`config.mk`:
```
export PLATFORM = sky130hd
export DESIGN_NAME = pmbus_vout_limit_registers
export DESIGN_NICKNAME = d
export VERILOG_FILES = /design/src/pmbus_vout_pkg.sv /design/src/vout_clamp.sv /design/src/pmbus_vout_limit_registers.sv
export SDC_FILE = /design/constraint.sdc
export NUM_CORES = 1
export LEC_CHECK = 0
export ABC_AREA = 0
export BUFFER_PORTS_ARGS = -buffer_cell sky130_fd_sc_hd__buf_4
export CAP_MARGIN = 40
export CELL_PAD_IN_SITES_DETAIL_PLACEMENT = 1
export CELL_PAD_IN_SITES_GLOBAL_PLACEMENT = 1
export CORE_UTILIZATION = 52
export CTS_CLUSTER_DIAMETER = 40
export DETAILED_ROUTE_END_ITERATION = 6
export GPL_TIMING_DRIVEN = 0
export PLACE_DENSITY_LB_ADDON = 0.1
export SYNTH_ARGS = -nofsm -noshare
export SYNTH_HDL_FRONTEND = slang
export SYNTH_SLANG_ARGS = --single-unit
```
`constraint.sdc`:
```
create_clock -name clk -period 13.35 [get_ports clk]
set_clock_uncertainty 0.15 [all_clocks]
set_input_delay 0.6675 -clock clk [delete_from_list [all_inputs] [get_ports clk]]
set_output_delay 0.6675 -clock clk [all_outputs]
set_load 0.005 [all_outputs]
```
`src/pmbus_vout_pkg.sv`:
```
package pmbus_vout_pkg;

    // Command codes
    localparam logic [7:0] CMD_CLEAR_FAULTS = 8'h03;
    localparam logic [7:0] CMD_BUS_FEATURE_REPORT = 8'h19;
    localparam logic [7:0] CMD_OUTPUT_FORMAT_EXPONENT = 8'h20;
    localparam logic [7:0] CMD_OUTPUT_SETPOINT = 8'h21;
    localparam logic [7:0] CMD_OUTPUT_UPPER_LIMIT = 8'h24;
    localparam logic [7:0] CMD_OUTPUT_MARGIN_HIGH = 8'h25;
    localparam logic [7:0] CMD_OUTPUT_MARGIN_LOW = 8'h26;
    localparam logic [7:0] CMD_FEEDBACK_DIVIDER_RATIO = 8'h29;
    localparam logic [7:0] CMD_OUTPUT_LOWER_LIMIT = 8'h2B;

    // Bus_feature_report byte fields
    localparam int CAP_PEC_BIT = 7;
    localparam int CAP_SPEED_LSB = 5;
    localparam int CAP_ALERT_BIT = 4;
    localparam logic [1:0] SPEED_100K = 2'h0;
    localparam logic [1:0] SPEED_1M = 2'h1;
    localparam logic [1:0] SPEED_400K = 2'h2;
    localparam logic [7:0] BUS_FEATURE_REPORT_VALUE = 8'hB0;

    // Mode byte: format in [7:5], exponent in [4:0]
    localparam int MODE_FORMAT_LSB = 5;
    localparam logic [2:0] MODE_FORMAT_DIRECT = 3'h2;
    localparam logic [7:0] OUTPUT_FORMAT_EXPONENT_RESET = 8'h40;

    // Voltage words: 12 writable bits, 2 mV per step
    localparam int VALUE_BITS = 12;
    localparam logic [15:0] OUTPUT_SETPOINT_RESET = 16'h0258;
    localparam logic [15:0] OUTPUT_UPPER_LIMIT_RESET = 16'h0BB8;
    localparam logic [15:0] OUTPUT_UPPER_LIMIT_CEILING = 16'h0BB8;
    localparam logic [15:0] OUTPUT_MARGIN_HIGH_RESET = 16'h02A0;
    localparam logic [15:0] OUTPUT_MARGIN_LOW_RESET = 16'h01FE;
    localparam logic [15:0] FEEDBACK_DIVIDER_RATIO_RESET = 16'h01F4;
    localparam logic [15:0] OUTPUT_LOWER_LIMIT_RESET = 16'h00FA;
    localparam logic [15:0] OUTPUT_LOWER_LIMIT_FLOOR = 16'h00FA;

    // Status bit positions
    localparam int STATUS_WORD_VOUT_BIT = 15;
    localparam int STATUS_VOUT_MAXMIN_BIT = 3;

    // Margin selection
    typedef enum logic [1:0] {MARGIN_NONE, MARGIN_LOW, MARGIN_HIGH} margin_sel_t;

endpackage

```
`src/vout_clamp.sv`:
```
`timescale 1ns/100ps
`default_nettype none

module vout_clamp (
    // Clock and reset
    input wire logic clk,
    input wire logic resetn,
    // Request and limits
    input wire logic [15:0] requested,
    input wire logic [15:0] upper_limit,
    input wire logic [15:0] lower_limit,
    input wire logic [15:0] divider_ratio,
    // Results
    output logic [15:0] target,
    output logic [31:0] reference,
    output logic clamp_high,
    output logic clamp_low
);

    wire logic above = requested > upper_limit;
    wire logic below = requested < lower_limit;
    // Upper limit wins if the limits cross
    wire logic [15:0] next_target = above ? upper_limit : (below ? lower_limit : requested);
    wire logic [31:0] next_reference = next_target * divider_ratio;

    always_ff @(posedge clk or negedge resetn)
    begin
        if (!resetn)
        begin
            target <= 16'h0000;
            reference <= 32'h00000000;
            clamp_high <= 1'b0;
            clamp_low <= 1'b0;
        end
        else
        begin
            target <= next_target;
            reference <= next_reference;
            clamp_high <= above;
            clamp_low <= below && !above;
        end
    end

endmodule

`default_nettype wire

```
`src/pmbus_vout_limit_registers.sv`:
```
// What this block does
// - Bus_feature_report answers a read as one byte; host fetches it with read byte.
// - Bus_feature_report bits 6:5 give bus speed; this device reports 1 MHz (01).
// - Bus_feature_report is read-only, PEC bit7 and alert bit4 set, low nibble zero, 0xB0.
// - Mode byte: direct format in top three bits, exponent in low five, resets 0x40.
// - Setpoint is 16 bits, top four read zero, low twelve writable, resets 0x0258.
// - Feedback reference equals the clamped target (setpoint or margin level) times divider ratio.
// - Request above upper limit is replaced by upper limit, whatever its source.
// - Any clamp sets status-word VOUT bit, max/min warning bit, and alerts host.
// - Upper limit register, 2 mV steps, at most 0x0BB8 and resets there.
// - Margin-high register, 2 mV steps, resets to 0x02A0.
// - Margin-low register, 2 mV steps, resets to 0x01FE.
// - Divider ratio register, 0.001 steps, resets 0x01F4; host matches real divider.
// - Request below lower limit, and not above upper limit, is replaced by lower limit.
// - Lower limit register, 2 mV steps, at least 0x00FA and resets there.
// - Flags stay set until clear-faults; persisting condition reasserts them at once.
`timescale 1ns/100ps
`default_nettype none

module pmbus_vout_limit_registers (
    // Clock and reset
    input wire logic clk,
    input wire logic resetn,
    // Decoded command port from the bus transaction layer
    input wire logic cmd_valid,
    input wire logic cmd_write,
    input wire logic [7:0] cmd_code,
    input wire logic [15:0] cmd_wdata,
    // Read answer
    output logic rsp_valid,
    output logic [15:0] rsp_data,
    output logic rsp_two_bytes,
    output logic rsp_unsupported,
    // Margin selection from the operation logic
    input wire logic [1:0] margin_sel,
    // Loop outputs
    output logic [15:0] vout_target,
    output logic [31:0] vout_reference,
    // Status and alert
    output logic status_word_vout,
    output logic status_vout_maxmin,
    output logic alert_n
);

    function automatic logic [15:0] low_bits(input logic [15:0] value);
        low_bits = {4'h0, value[pmbus_vout_pkg::VALUE_BITS-1:0]};
    endfunction

    logic [15:0] output_setpoint;
    logic [15:0] output_upper_limit;
    logic [15:0] output_margin_high;
    logic [15:0] output_margin_low;
    logic [15:0] feedback_divider_ratio;
    logic [15:0] output_lower_limit;
    logic clamp_high;
    logic clamp_low;

    // Bus_feature_report fields
    wire logic cap_pec = 1'b1;
    wire logic [1:0] cap_speed = pmbus_vout_pkg::SPEED_1M;
    wire logic cap_alert = 1'b1;
    wire logic [3:0] cap_spare = 4'h0;
    wire logic [7:0] bus_feature_report = {cap_pec, cap_speed, cap_alert, cap_spare};
    wire logic [2:0] mode_format = pmbus_vout_pkg::MODE_FORMAT_DIRECT;
    wire logic [4:0] mode_exponent = pmbus_vout_pkg::OUTPUT_FORMAT_EXPONENT_RESET[4:0];
    wire logic [7:0] output_format_exponent = {mode_format, mode_exponent};

    wire logic wr = cmd_valid && cmd_write;
    wire logic rd = cmd_valid && !cmd_write;
    wire logic [15:0] wvalue = low_bits(cmd_wdata);
    wire logic wr_setpoint = wr && cmd_code == pmbus_vout_pkg::CMD_OUTPUT_SETPOINT;
    wire logic wr_upper = wr && cmd_code == pmbus_vout_pkg::CMD_OUTPUT_UPPER_LIMIT;
    wire logic wr_mhigh = wr && cmd_code == pmbus_vout_pkg::CMD_OUTPUT_MARGIN_HIGH;
    wire logic wr_mlow = wr && cmd_code == pmbus_vout_pkg::CMD_OUTPUT_MARGIN_LOW;
    wire logic wr_ratio = wr && cmd_code == pmbus_vout_pkg::CMD_FEEDBACK_DIVIDER_RATIO;
    wire logic wr_lower = wr && cmd_code == pmbus_vout_pkg::CMD_OUTPUT_LOWER_LIMIT;
    wire logic clear_faults = wr && cmd_code == pmbus_vout_pkg::CMD_CLEAR_FAULTS;

    // Limit registers hold within their permitted range
    wire logic [15:0] next_upper = (wvalue > pmbus_vout_pkg::OUTPUT_UPPER_LIMIT_CEILING)
        ? pmbus_vout_pkg::OUTPUT_UPPER_LIMIT_CEILING : wvalue;
    wire logic [15:0] next_lower = (wvalue < pmbus_vout_pkg::OUTPUT_LOWER_LIMIT_FLOOR)
        ? pmbus_vout_pkg::OUTPUT_LOWER_LIMIT_FLOOR : wvalue;

    // Source of the request: nominal or a margin level
    wire logic [15:0] requested =
        (margin_sel == pmbus_vout_pkg::MARGIN_HIGH) ? output_margin_high :
        (margin_sel == pmbus_vout_pkg::MARGIN_LOW) ? output_margin_low : output_setpoint;

    // Read decode
    logic [15:0] next_rdata;
    logic next_two;
    logic next_unsup;
    always_comb
    begin
        next_rdata = 16'h0000;
        next_two = 1'b1;
        next_unsup = 1'b0;
        unique case (cmd_code)
            pmbus_vout_pkg::CMD_BUS_FEATURE_REPORT:
            begin
                next_rdata = {8'h00, bus_feature_report};
                next_two = 1'b0;
            end
            pmbus_vout_pkg::CMD_OUTPUT_FORMAT_EXPONENT:
            begin
                next_rdata = {8'h00, output_format_exponent};
                next_two = 1'b0;
            end
            pmbus_vout_pkg::CMD_OUTPUT_SETPOINT: next_rdata = low_bits(output_setpoint);
            pmbus_vout_pkg::CMD_OUTPUT_UPPER_LIMIT: next_rdata = low_bits(output_upper_limit);
            pmbus_vout_pkg::CMD_OUTPUT_MARGIN_HIGH: next_rdata = low_bits(output_margin_high);
            pmbus_vout_pkg::CMD_OUTPUT_MARGIN_LOW: next_rdata = low_bits(output_margin_low);
            pmbus_vout_pkg::CMD_FEEDBACK_DIVIDER_RATIO:
                next_rdata = low_bits(feedback_divider_ratio);
            pmbus_vout_pkg::CMD_OUTPUT_LOWER_LIMIT: next_rdata = low_bits(output_lower_limit);
            default:
            begin
                next_two = 1'b0;
                next_unsup = 1'b1;
            end
        endcase
    end

    // Set wins over clear-faults
    wire logic clamp_event = clamp_high || clamp_low;
    wire logic next_word_vout = clamp_event || (status_word_vout && !clear_faults);
    wire logic next_maxmin = clamp_event || (status_vout_maxmin && !clear_faults);

    // Writable registers
    always_ff @(posedge clk or negedge resetn)
    begin
        if (!resetn)
        begin
            output_setpoint <= pmbus_vout_pkg::OUTPUT_SETPOINT_RESET;
        end
        else if (wr_setpoint)
        begin
            output_setpoint <= wvalue;
        end
    end

    always_ff @(posedge clk or negedge resetn)
    begin
        if (!resetn)
        begin
            output_upper_limit <= pmbus_vout_pkg::OUTPUT_UPPER_LIMIT_RESET;
        end
        else if (wr_upper)
        begin
            output_upper_limit <= next_upper;
        end
    end

    always_ff @(posedge clk or negedge resetn)
    begin
        if (!resetn)
        begin
            output_margin_high <= pmbus_vout_pkg::OUTPUT_MARGIN_HIGH_RESET;
        end
        else if (wr_mhigh)
        begin
            output_margin_high <= wvalue;
        end
    end

    always_ff @(posedge clk or negedge resetn)
    begin
        if (!resetn)
        begin
            output_margin_low <= pmbus_vout_pkg::OUTPUT_MARGIN_LOW_RESET;
        end
        else if (wr_mlow)
        begin
            output_margin_low <= wvalue;
        end
    end

    always_ff @(posedge clk or negedge resetn)
    begin
        if (!resetn)
        begin
            feedback_divider_ratio <= pmbus_vout_pkg::FEEDBACK_DIVIDER_RATIO_RESET;
        end
        else if (wr_ratio)
        begin
            feedback_divider_ratio <= wvalue;
        end
    end

    always_ff @(posedge clk or negedge resetn)
    begin
        if (!resetn)
        begin
            output_lower_limit <= pmbus_vout_pkg::OUTPUT_LOWER_LIMIT_RESET;
        end
        else if (wr_lower)
        begin
            output_lower_limit <= next_lower;
        end
    end

    // Read answer, one cycle
    always_ff @(posedge clk or negedge resetn)
    begin
        if (!resetn)
        begin
            rsp_valid <= 1'b0;
        end
        else
        begin
            rsp_valid <= rd;
        end
    end

    always_ff @(posedge clk or negedge resetn)
    begin
        if (!resetn)
        begin
            rsp_data <= 16'h0000;
        end
        else
        begin
            rsp_data <= rd ? next_rdata : 16'h0000;
        end
    end

    always_ff @(posedge clk or negedge resetn)
    begin
        if (!resetn)
        begin
            rsp_two_bytes <= 1'b0;
        end
        else
        begin
            rsp_two_bytes <= rd && next_two;
        end
    end

    always_ff @(posedge clk or negedge resetn)
    begin
        if (!resetn)
        begin
            rsp_unsupported <= 1'b0;
        end
        else
        begin
            rsp_unsupported <= rd && next_unsup;
        end
    end

    // Sticky status and alert
    always_ff @(posedge clk or negedge resetn)
    begin
        if (!resetn)
        begin
            status_word_vout <= 1'b0;
        end
        else
        begin
            status_word_vout <= next_word_vout;
        end
    end

    always_ff @(posedge clk or negedge resetn)
    begin
        if (!resetn)
        begin
            status_vout_maxmin <= 1'b0;
        end
        else
        begin
            status_vout_maxmin <= next_maxmin;
        end
    end

    always_ff @(posedge clk or negedge resetn)
    begin
        if (!resetn)
        begin
            alert_n <= 1'b1;
        end
        else
        begin
            alert_n <= !(next_word_vout || next_maxmin);
        end
    end

    // Clamp and reference
    vout_clamp clamp_unit (
        .clk(clk),
        .resetn(resetn),
        .requested(requested),
        .upper_limit(output_upper_limit),
        .lower_limit(output_lower_limit),
        .divider_ratio(feedback_divider_ratio),
        .target(vout_target),
        .reference(vout_reference),
        .clamp_high(clamp_high),
        .clamp_low(clamp_low)
    );

endmodule

`default_nettype wire

```
After elaboration in Yosys (flattened, before gate mapping)
Index checks and enable logic that the tools add are counted.
{ "classes": {"addsub": 0, "n_mul": 1, "n_div": 0, "order_cmp": 4, "eq_ne": 11, "shifts": 0, "n_mux": 10, "n_bitwise": 0, "reduce_logical": 24} }
{ "ops": {"columns": ["op", "count"], "rows": [
  ["12-bit case mux with 8 select lines", 1],
  ["8-bit by 6-bit equality test with 1-bit output (second input constant)", 7],
  ["12-bit 2-to-1 mux", 4],
  ["16-bit 2-to-1 mux", 3],
  ["16-bit by 12-bit multiplier with 28-bit output", 1],
  ["12-bit by 16-bit > comparator with 1-bit output", 1],
  ["12-bit by 16-bit < comparator with 1-bit output", 1],
  ["1-bit logical AND", 14],
  ["12-bit > comparator (second input constant)", 1],
  ["12-bit by 8-bit < comparator with 1-bit output (second input constant)", 1],
  ["8-bit by 2-bit equality test with 1-bit output (second input constant)", 1],
  ["8-bit by 5-bit equality test with 1-bit output (second input constant)", 1],
  ["8-bit OR reduction", 1],
  ["6-bit OR reduction", 1],
  ["1-bit logical NOT", 4],
  ["1-bit logical OR", 4],
  ["2-bit by 1-bit equality test with 1-bit output (second input constant)", 1],
  ["2-bit equality test (second input constant)", 1],
  ["1-bit 2-to-1 mux", 2]
]} }
{ "totals": {"regBits": 152, "latch_bits": 0, "ramBits": 0, "romBits": 0, "inputBits": 30, "out_inout_bits": 70, "word_cells": 67, "n_memories": 0} }

Longest topological paths before layout
{ "depth": {"ltp_word": 7, "ltp_mapped": 33, "depth_no_buf": 29} }

Hierarchy
From an unflattened synthesis, not the netlist that was laid out.
{ "hier_totals": {"hier_cells": 1650, "area_unflattened_um2": 16089.2} }
{ "modules_own_cells": {"columns": ["mod", "instances", "cells_each", "area_per_inst_um2", "seq_area_each_um2"], "rows": [
  ["vout_clamp", 1, 1263, 11599.9, 1251.2],
  ["pmbus_vout_limit_registers", 1, 387, 4489.3, 2296.0]
]} }

Least setup slack after synthesis
OpenSTA, ideal clock, no wires.
{ "synth_path": {"path_kind": "input -> register", "startpoint": "input margin_sel[1]", "endpoint": "register clamp_unit.reference[24]", "setup_time_ns": 0.069, "arrival_time_ns": 7.792, "t_required_ns": 13.131, "setup_slack_ns": 5.339, "stages": 31, "path_buffers": 4, "cell_sequence": "buf_6 > xor2_2 > clkbuf_1 > nor2_1 > nor2_1 > ha_1 > a2111oi_0 > a31oi_1 > o21ai_0 > o2bb2ai_1 > buf_4 > mux2i_2 > buf_6 > nand2_1 > fa_1 > inv_1 > fa_1 > inv_1 > fa_1 > inv_1 > fa_1 > inv_1 > fa_1 > inv_1 > ha_1 > or2_2 > o31a_1 > a21oi_1 > o21ai_0 > or4b_1 > nand3_1"} }
{ "synth_via": {"elab_chain_cells": 7, "elab_cells_between_ends": 9, "cone_classes": "1 x mul; 2 x order compare; 2 x eq/ne; 4 x mux"} }
{ "synth_lines": {"columns": ["element", "line", "rtl"], "rows": [
  ["start: declaration", "pmbus_vout_limit_registers.sv:35", "input wire logic [1:0] margin_sel,"],
  ["2-bit by 1-bit equality test with 1-bit output", "pmbus_vout_limit_registers.sv:88", "(margin_sel == pmbus_vout_pkg::MARGIN_LOW) ? output_margin_low : output_setpoint;"],
  ["12-bit 2-to-1 mux", "pmbus_vout_limit_registers.sv:88", null],
  ["12-bit 2-to-1 mux (*)", "pmbus_vout_limit_registers.sv:87", "(margin_sel == pmbus_vout_pkg::MARGIN_HIGH) ? output_margin_high :"],
  ["12-bit by 16-bit < comparator with 1-bit output", "vout_clamp.sv:21", "wire logic below = requested < lower_limit;"],
  ["16-bit 2-to-1 mux", "vout_clamp.sv:23", "wire logic [15:0] next_target = above ? upper_limit : (below ? lower_limit : requested);"],
  ["16-bit 2-to-1 mux (*)", "vout_clamp.sv:23", null],
  ["via clamp_unit.next_target[5]", "vout_clamp.sv:23", null],
  ["16-bit by 12-bit multiplier with 28-bit output (*)", "vout_clamp.sv:24", "wire logic [31:0] next_reference = next_target * divider_ratio;"],
  ["via clamp_unit.next_reference[24]", "vout_clamp.sv:24", null],
  ["end signal: assignment", "vout_clamp.sv:38", "reference <= next_reference;"],
  ["end: declaration", "vout_clamp.sv:15", "output logic [31:0] reference,"]
]} }
The timed path passes the listed nets; every way through them passes the cells marked *.
A chain may end at the register's enable or synchronous reset.

Worst setup path after layout
{ "layout_path": {"startpoint": "input margin_sel[0]", "endpoint": "register clamp_unit.reference[25]"} }
The elaborated chain is that of the path after synthesis.

==> results_dict.tcl <==
set metrics [dict create \
    area_growth_pct 14.79 \
    finalSetupTns_ns 0 \
    wl_per_cell_um 21.49 \
    drtIter0Drc 507 \
    timing.final.ws_setup_ns 4.107 \
    synth-seq-cells 130 \
    setup_viol 0 \
    cts_resized 0 \
    synth-edff-count 0 \
    min_path_type "flop to flop" \
    dr.pass1.iters 7 \
    cts_tree "built" \
    cp-start-kind "input pin" \
    crit_path_top_delay_cell "fa_1" \
    slowest_delay_ns 0.55 \
    crit_path_end_kind "flop" \
    holdPathStages 1 \
    synth_area_per_cell_um2 9.939 \
    htree_levels 4 \
    core_um2 20960 \
    drv_slew 0 \
    route.detailed.drc 2 \
    critPathArrivalTime_ns 9.41 \
    start_util_pct 52.84 \
    max_freq_mhz 108.2 \
    max-slew-margin-rel_pct 38.34 \
    rsz0062_at_grt "no" \
    netlist_area_um2 11070 \
    seq_area_frac_synth_pct 29.78 \
    peakVddDrop_v 0.00009428 \
    reg2regPathDepth 29 \
    yosys.area_share.simple_pct 12.62 \
    synthArstFlopShare_pct 100.0 \
    p_leak_nw 6.596 \
    ant_nets 0 \
    synth_ff_type "dfrtp_1" \
    synth_compound_area_share_pct 10.62 \
    pre_cts_ws_ns 3.834 \
    post-route-period-util_pct 69.24 \
    die_w_um 147.9 \
    nNetsFinal 1447 \
    fillers 2377 \
    pin_count 100 \
    final_layout_size_suffix_gt1_share_pct 19.22 \
    status "finished, violations left" \
    grt_pass1_wl_um 52410 \
    use_met2_pct 54.46 \
    clk_pin_slew_ns 0.07 \
    dieArea_um2 21880 \
    syn_inst 1114 \
    grt.overflow.total 0 \
    holdBufCountCts 1 \
    max-cap-violations 0 \
    dp_hpwl_um 23900 \
    synth_top_family_by_area "adder cells" \
    grt_pass1_vias 9693 \
    postCtsSetupBuffers 0 \
    crit_type "input pin to flop" \
    io_buffer_count 75 \
    synth_mux_area_share_pct 8.306 \
    grt_max_degree 96 \
    clock_latency_ns 0.44 \
    yosys.area_share.xor_xnor_pct 1.254 \
    busiest_layer "met2" \
    min_period_ns 9.243 \
    critPathMaxFanout 10 \
    rows 53 \
    grt_util_met1_pct 40.83 \
    critical_path_required_ns 13.51 \
    routed_via_density 5.777 \
    synthAdderAreaFrac_pct 28.55 \
    grtUsageMet3_pct 4.660 \
    routabilityCongestion 0.8768 \
    p_per_area_nw_per_um2 93.52 \
    cts.path.max_buffers 2 \
    worstMarginPinSlew_ns 0.9248 \
    die_h_um 147.9 \
    antenna_found_initial 0 \
    num_vias 8741 \
    cts-root-buf "clkbuf_16" \
    cts.sinks 130 \
    violations "DRC" \
    yosysWarnings 0 \
    diodes 0 \
    cts-buffers-inserted 17 \
    hold_viol 0 \
    globalRouteTotalUtil_pct 31.63 \
    wirelength_um 32510 \
    synthDistinctLibCells 61 \
]
through the flow:
step           cell area (um^2)  cells  total power [mW]  hold WS (ns)  utilization (%)
2_1_floorplan             11120   1127            0.5795        0.2219                -
3_3_place_gp              12030   1477            0.6593        0.2828            57.40
3_5_place_dp              12070   1480            0.6718        0.3132            57.60
4_1_cts                   12710   1513             1.197        0.3237            60.65
5_1_grt                   12710   1513             1.238        0.3611            60.65
6_report                  12710   1513             1.189        0.3210            60.65
path summary, 6_finish.rpt:
path                                 startpoint                        to  slack [ns]
max in group asynchronous                resetn     output_lower_limit[4]       11.67
min in group asynchronous                resetn   clamp_unit.reference[9]        0.54
max                               margin_sel[0]  clamp_unit.reference[25]        4.11
max reg2reg                output_margin_low[4]  clamp_unit.reference[25]        4.66
min reg2reg                    status_word_vout                   alert_n        0.32
min                            status_word_vout                   alert_n        0.32
cells in the mapped netlist, drive strengths merged (6+ instances only):
library cell	number	area, um^2
o22ai	12	75.07
o21ai	49	245.2
ha	91	1139
and2	55	344.1
buf	35	272.8
nor2b	14	87.58
a21o	13	97.59
nand2b	13	81.33
a21oi	43	219.0
inv	156	585.6
nand3	8	40.04
clkbuf	32	120.1
nor3	11	60.06
xnor2	12	105.1
dfstp	35	919.6
nor2	53	198.9
mux2	47	529.3
mux2i	36	390.4
dfrtp	95	2377
fa	101	2022
a22oi	20	150.1
nand2	110	412.9
o21a	6	45.04
nand4	7	43.79
a2bb2oi	6	52.55
layer usage:
| layer | vias up | wire, um |
|---|---|---|
| li1 | 3854 | - |
| met1 | 4555 | 13860 |
| met2 | 268 | 16340 |
| met3 | 64 | 1598 |
| met4 | 0 | 718 |
| met5 | - | 0 |
state kept, by name (all words and copies together) (netlist names):
signal and count:
clamp_unit.reference 26, clamp_unit.target 12, feedback_divider_ratio 12, output_lower_limit 12
output_margin_high 12, output_margin_low 12, output_setpoint 12, output_upper_limit 12
rsp_data 12, alert_n 1, clamp_unit.clamp_high 1, clamp_unit.clamp_low 1
rsp_two_bytes 1, rsp_unsupported 1, rsp_valid 1, status_vout_maxmin 1
status_word_vout 1
where the power goes:
part           switching [mW]  total (mW)  internal [mW]
Sequential             0.0118       0.431          0.419
Combinational           0.140       0.238         0.0985
Clock                   0.214       0.520          0.306
Total                   0.366        1.19          0.823
final cells by class:
type	instances	area [um^2]	share of cell area, %
multi-input combinational	774	6845	53.86
sequential	130	3297	25.94
timing repair buffer	79	615.6	4.843
inverter	156	585.6	4.607
clock buffer	18	439.2	3.455
buffer	67	392.9	3.091
tap	275	344.1	2.707
clock inverter	14	190.2	1.496
logic make-up (layout without fill, tap and decap cells):
kind of cell	after synthesis	count (layout)
xor+xnor	15	15
compound gates	183	183
flops	130	130
fa+ha+maj	192	192
simple gates	287	287
mux	83	83
other cells	1	14
buf+inv	223	334
worst max-delay path: cells and delay by family:
kind	cells	cell delay [ns]
adders and majority gates	7	3.31
AOI/OAI and AO/OA	9	2.58
buffers and inverters	9	1.53
and+or+nand+nor	5	0.69
muxes	1	0.39
xor gates and xnor gates	1	0.22
placed cells by master (no fill, tap or decap), drive strengths merged, types with 4 or more instances in the layout:
cell type,netlist,final
nand2b,13,13
nand3,8,8
a21oi,43,43
fa,101,101
a211oi,5,5
nand3b,5,5
buf,35,113
mux2,47,47
inv,156,164
and2,55,55
ha,91,91
o22ai,12,12
o21a,6,6
nand4,7,7
nor4,4,4
o21ai,49,49
dfstp,35,35
conb,1,14
a22oi,20,20
a2bb2oi,6,6
a22o,4,4
clkbuf,32,50
nor2b,14,14
dfrtp,95,95
mux2i,36,36
nor2,53,53
a21o,13,13
nor3,11,11
xnor2,12,12
nand2,110,110
Note: power is estimated with default switching activity, not from simulation.
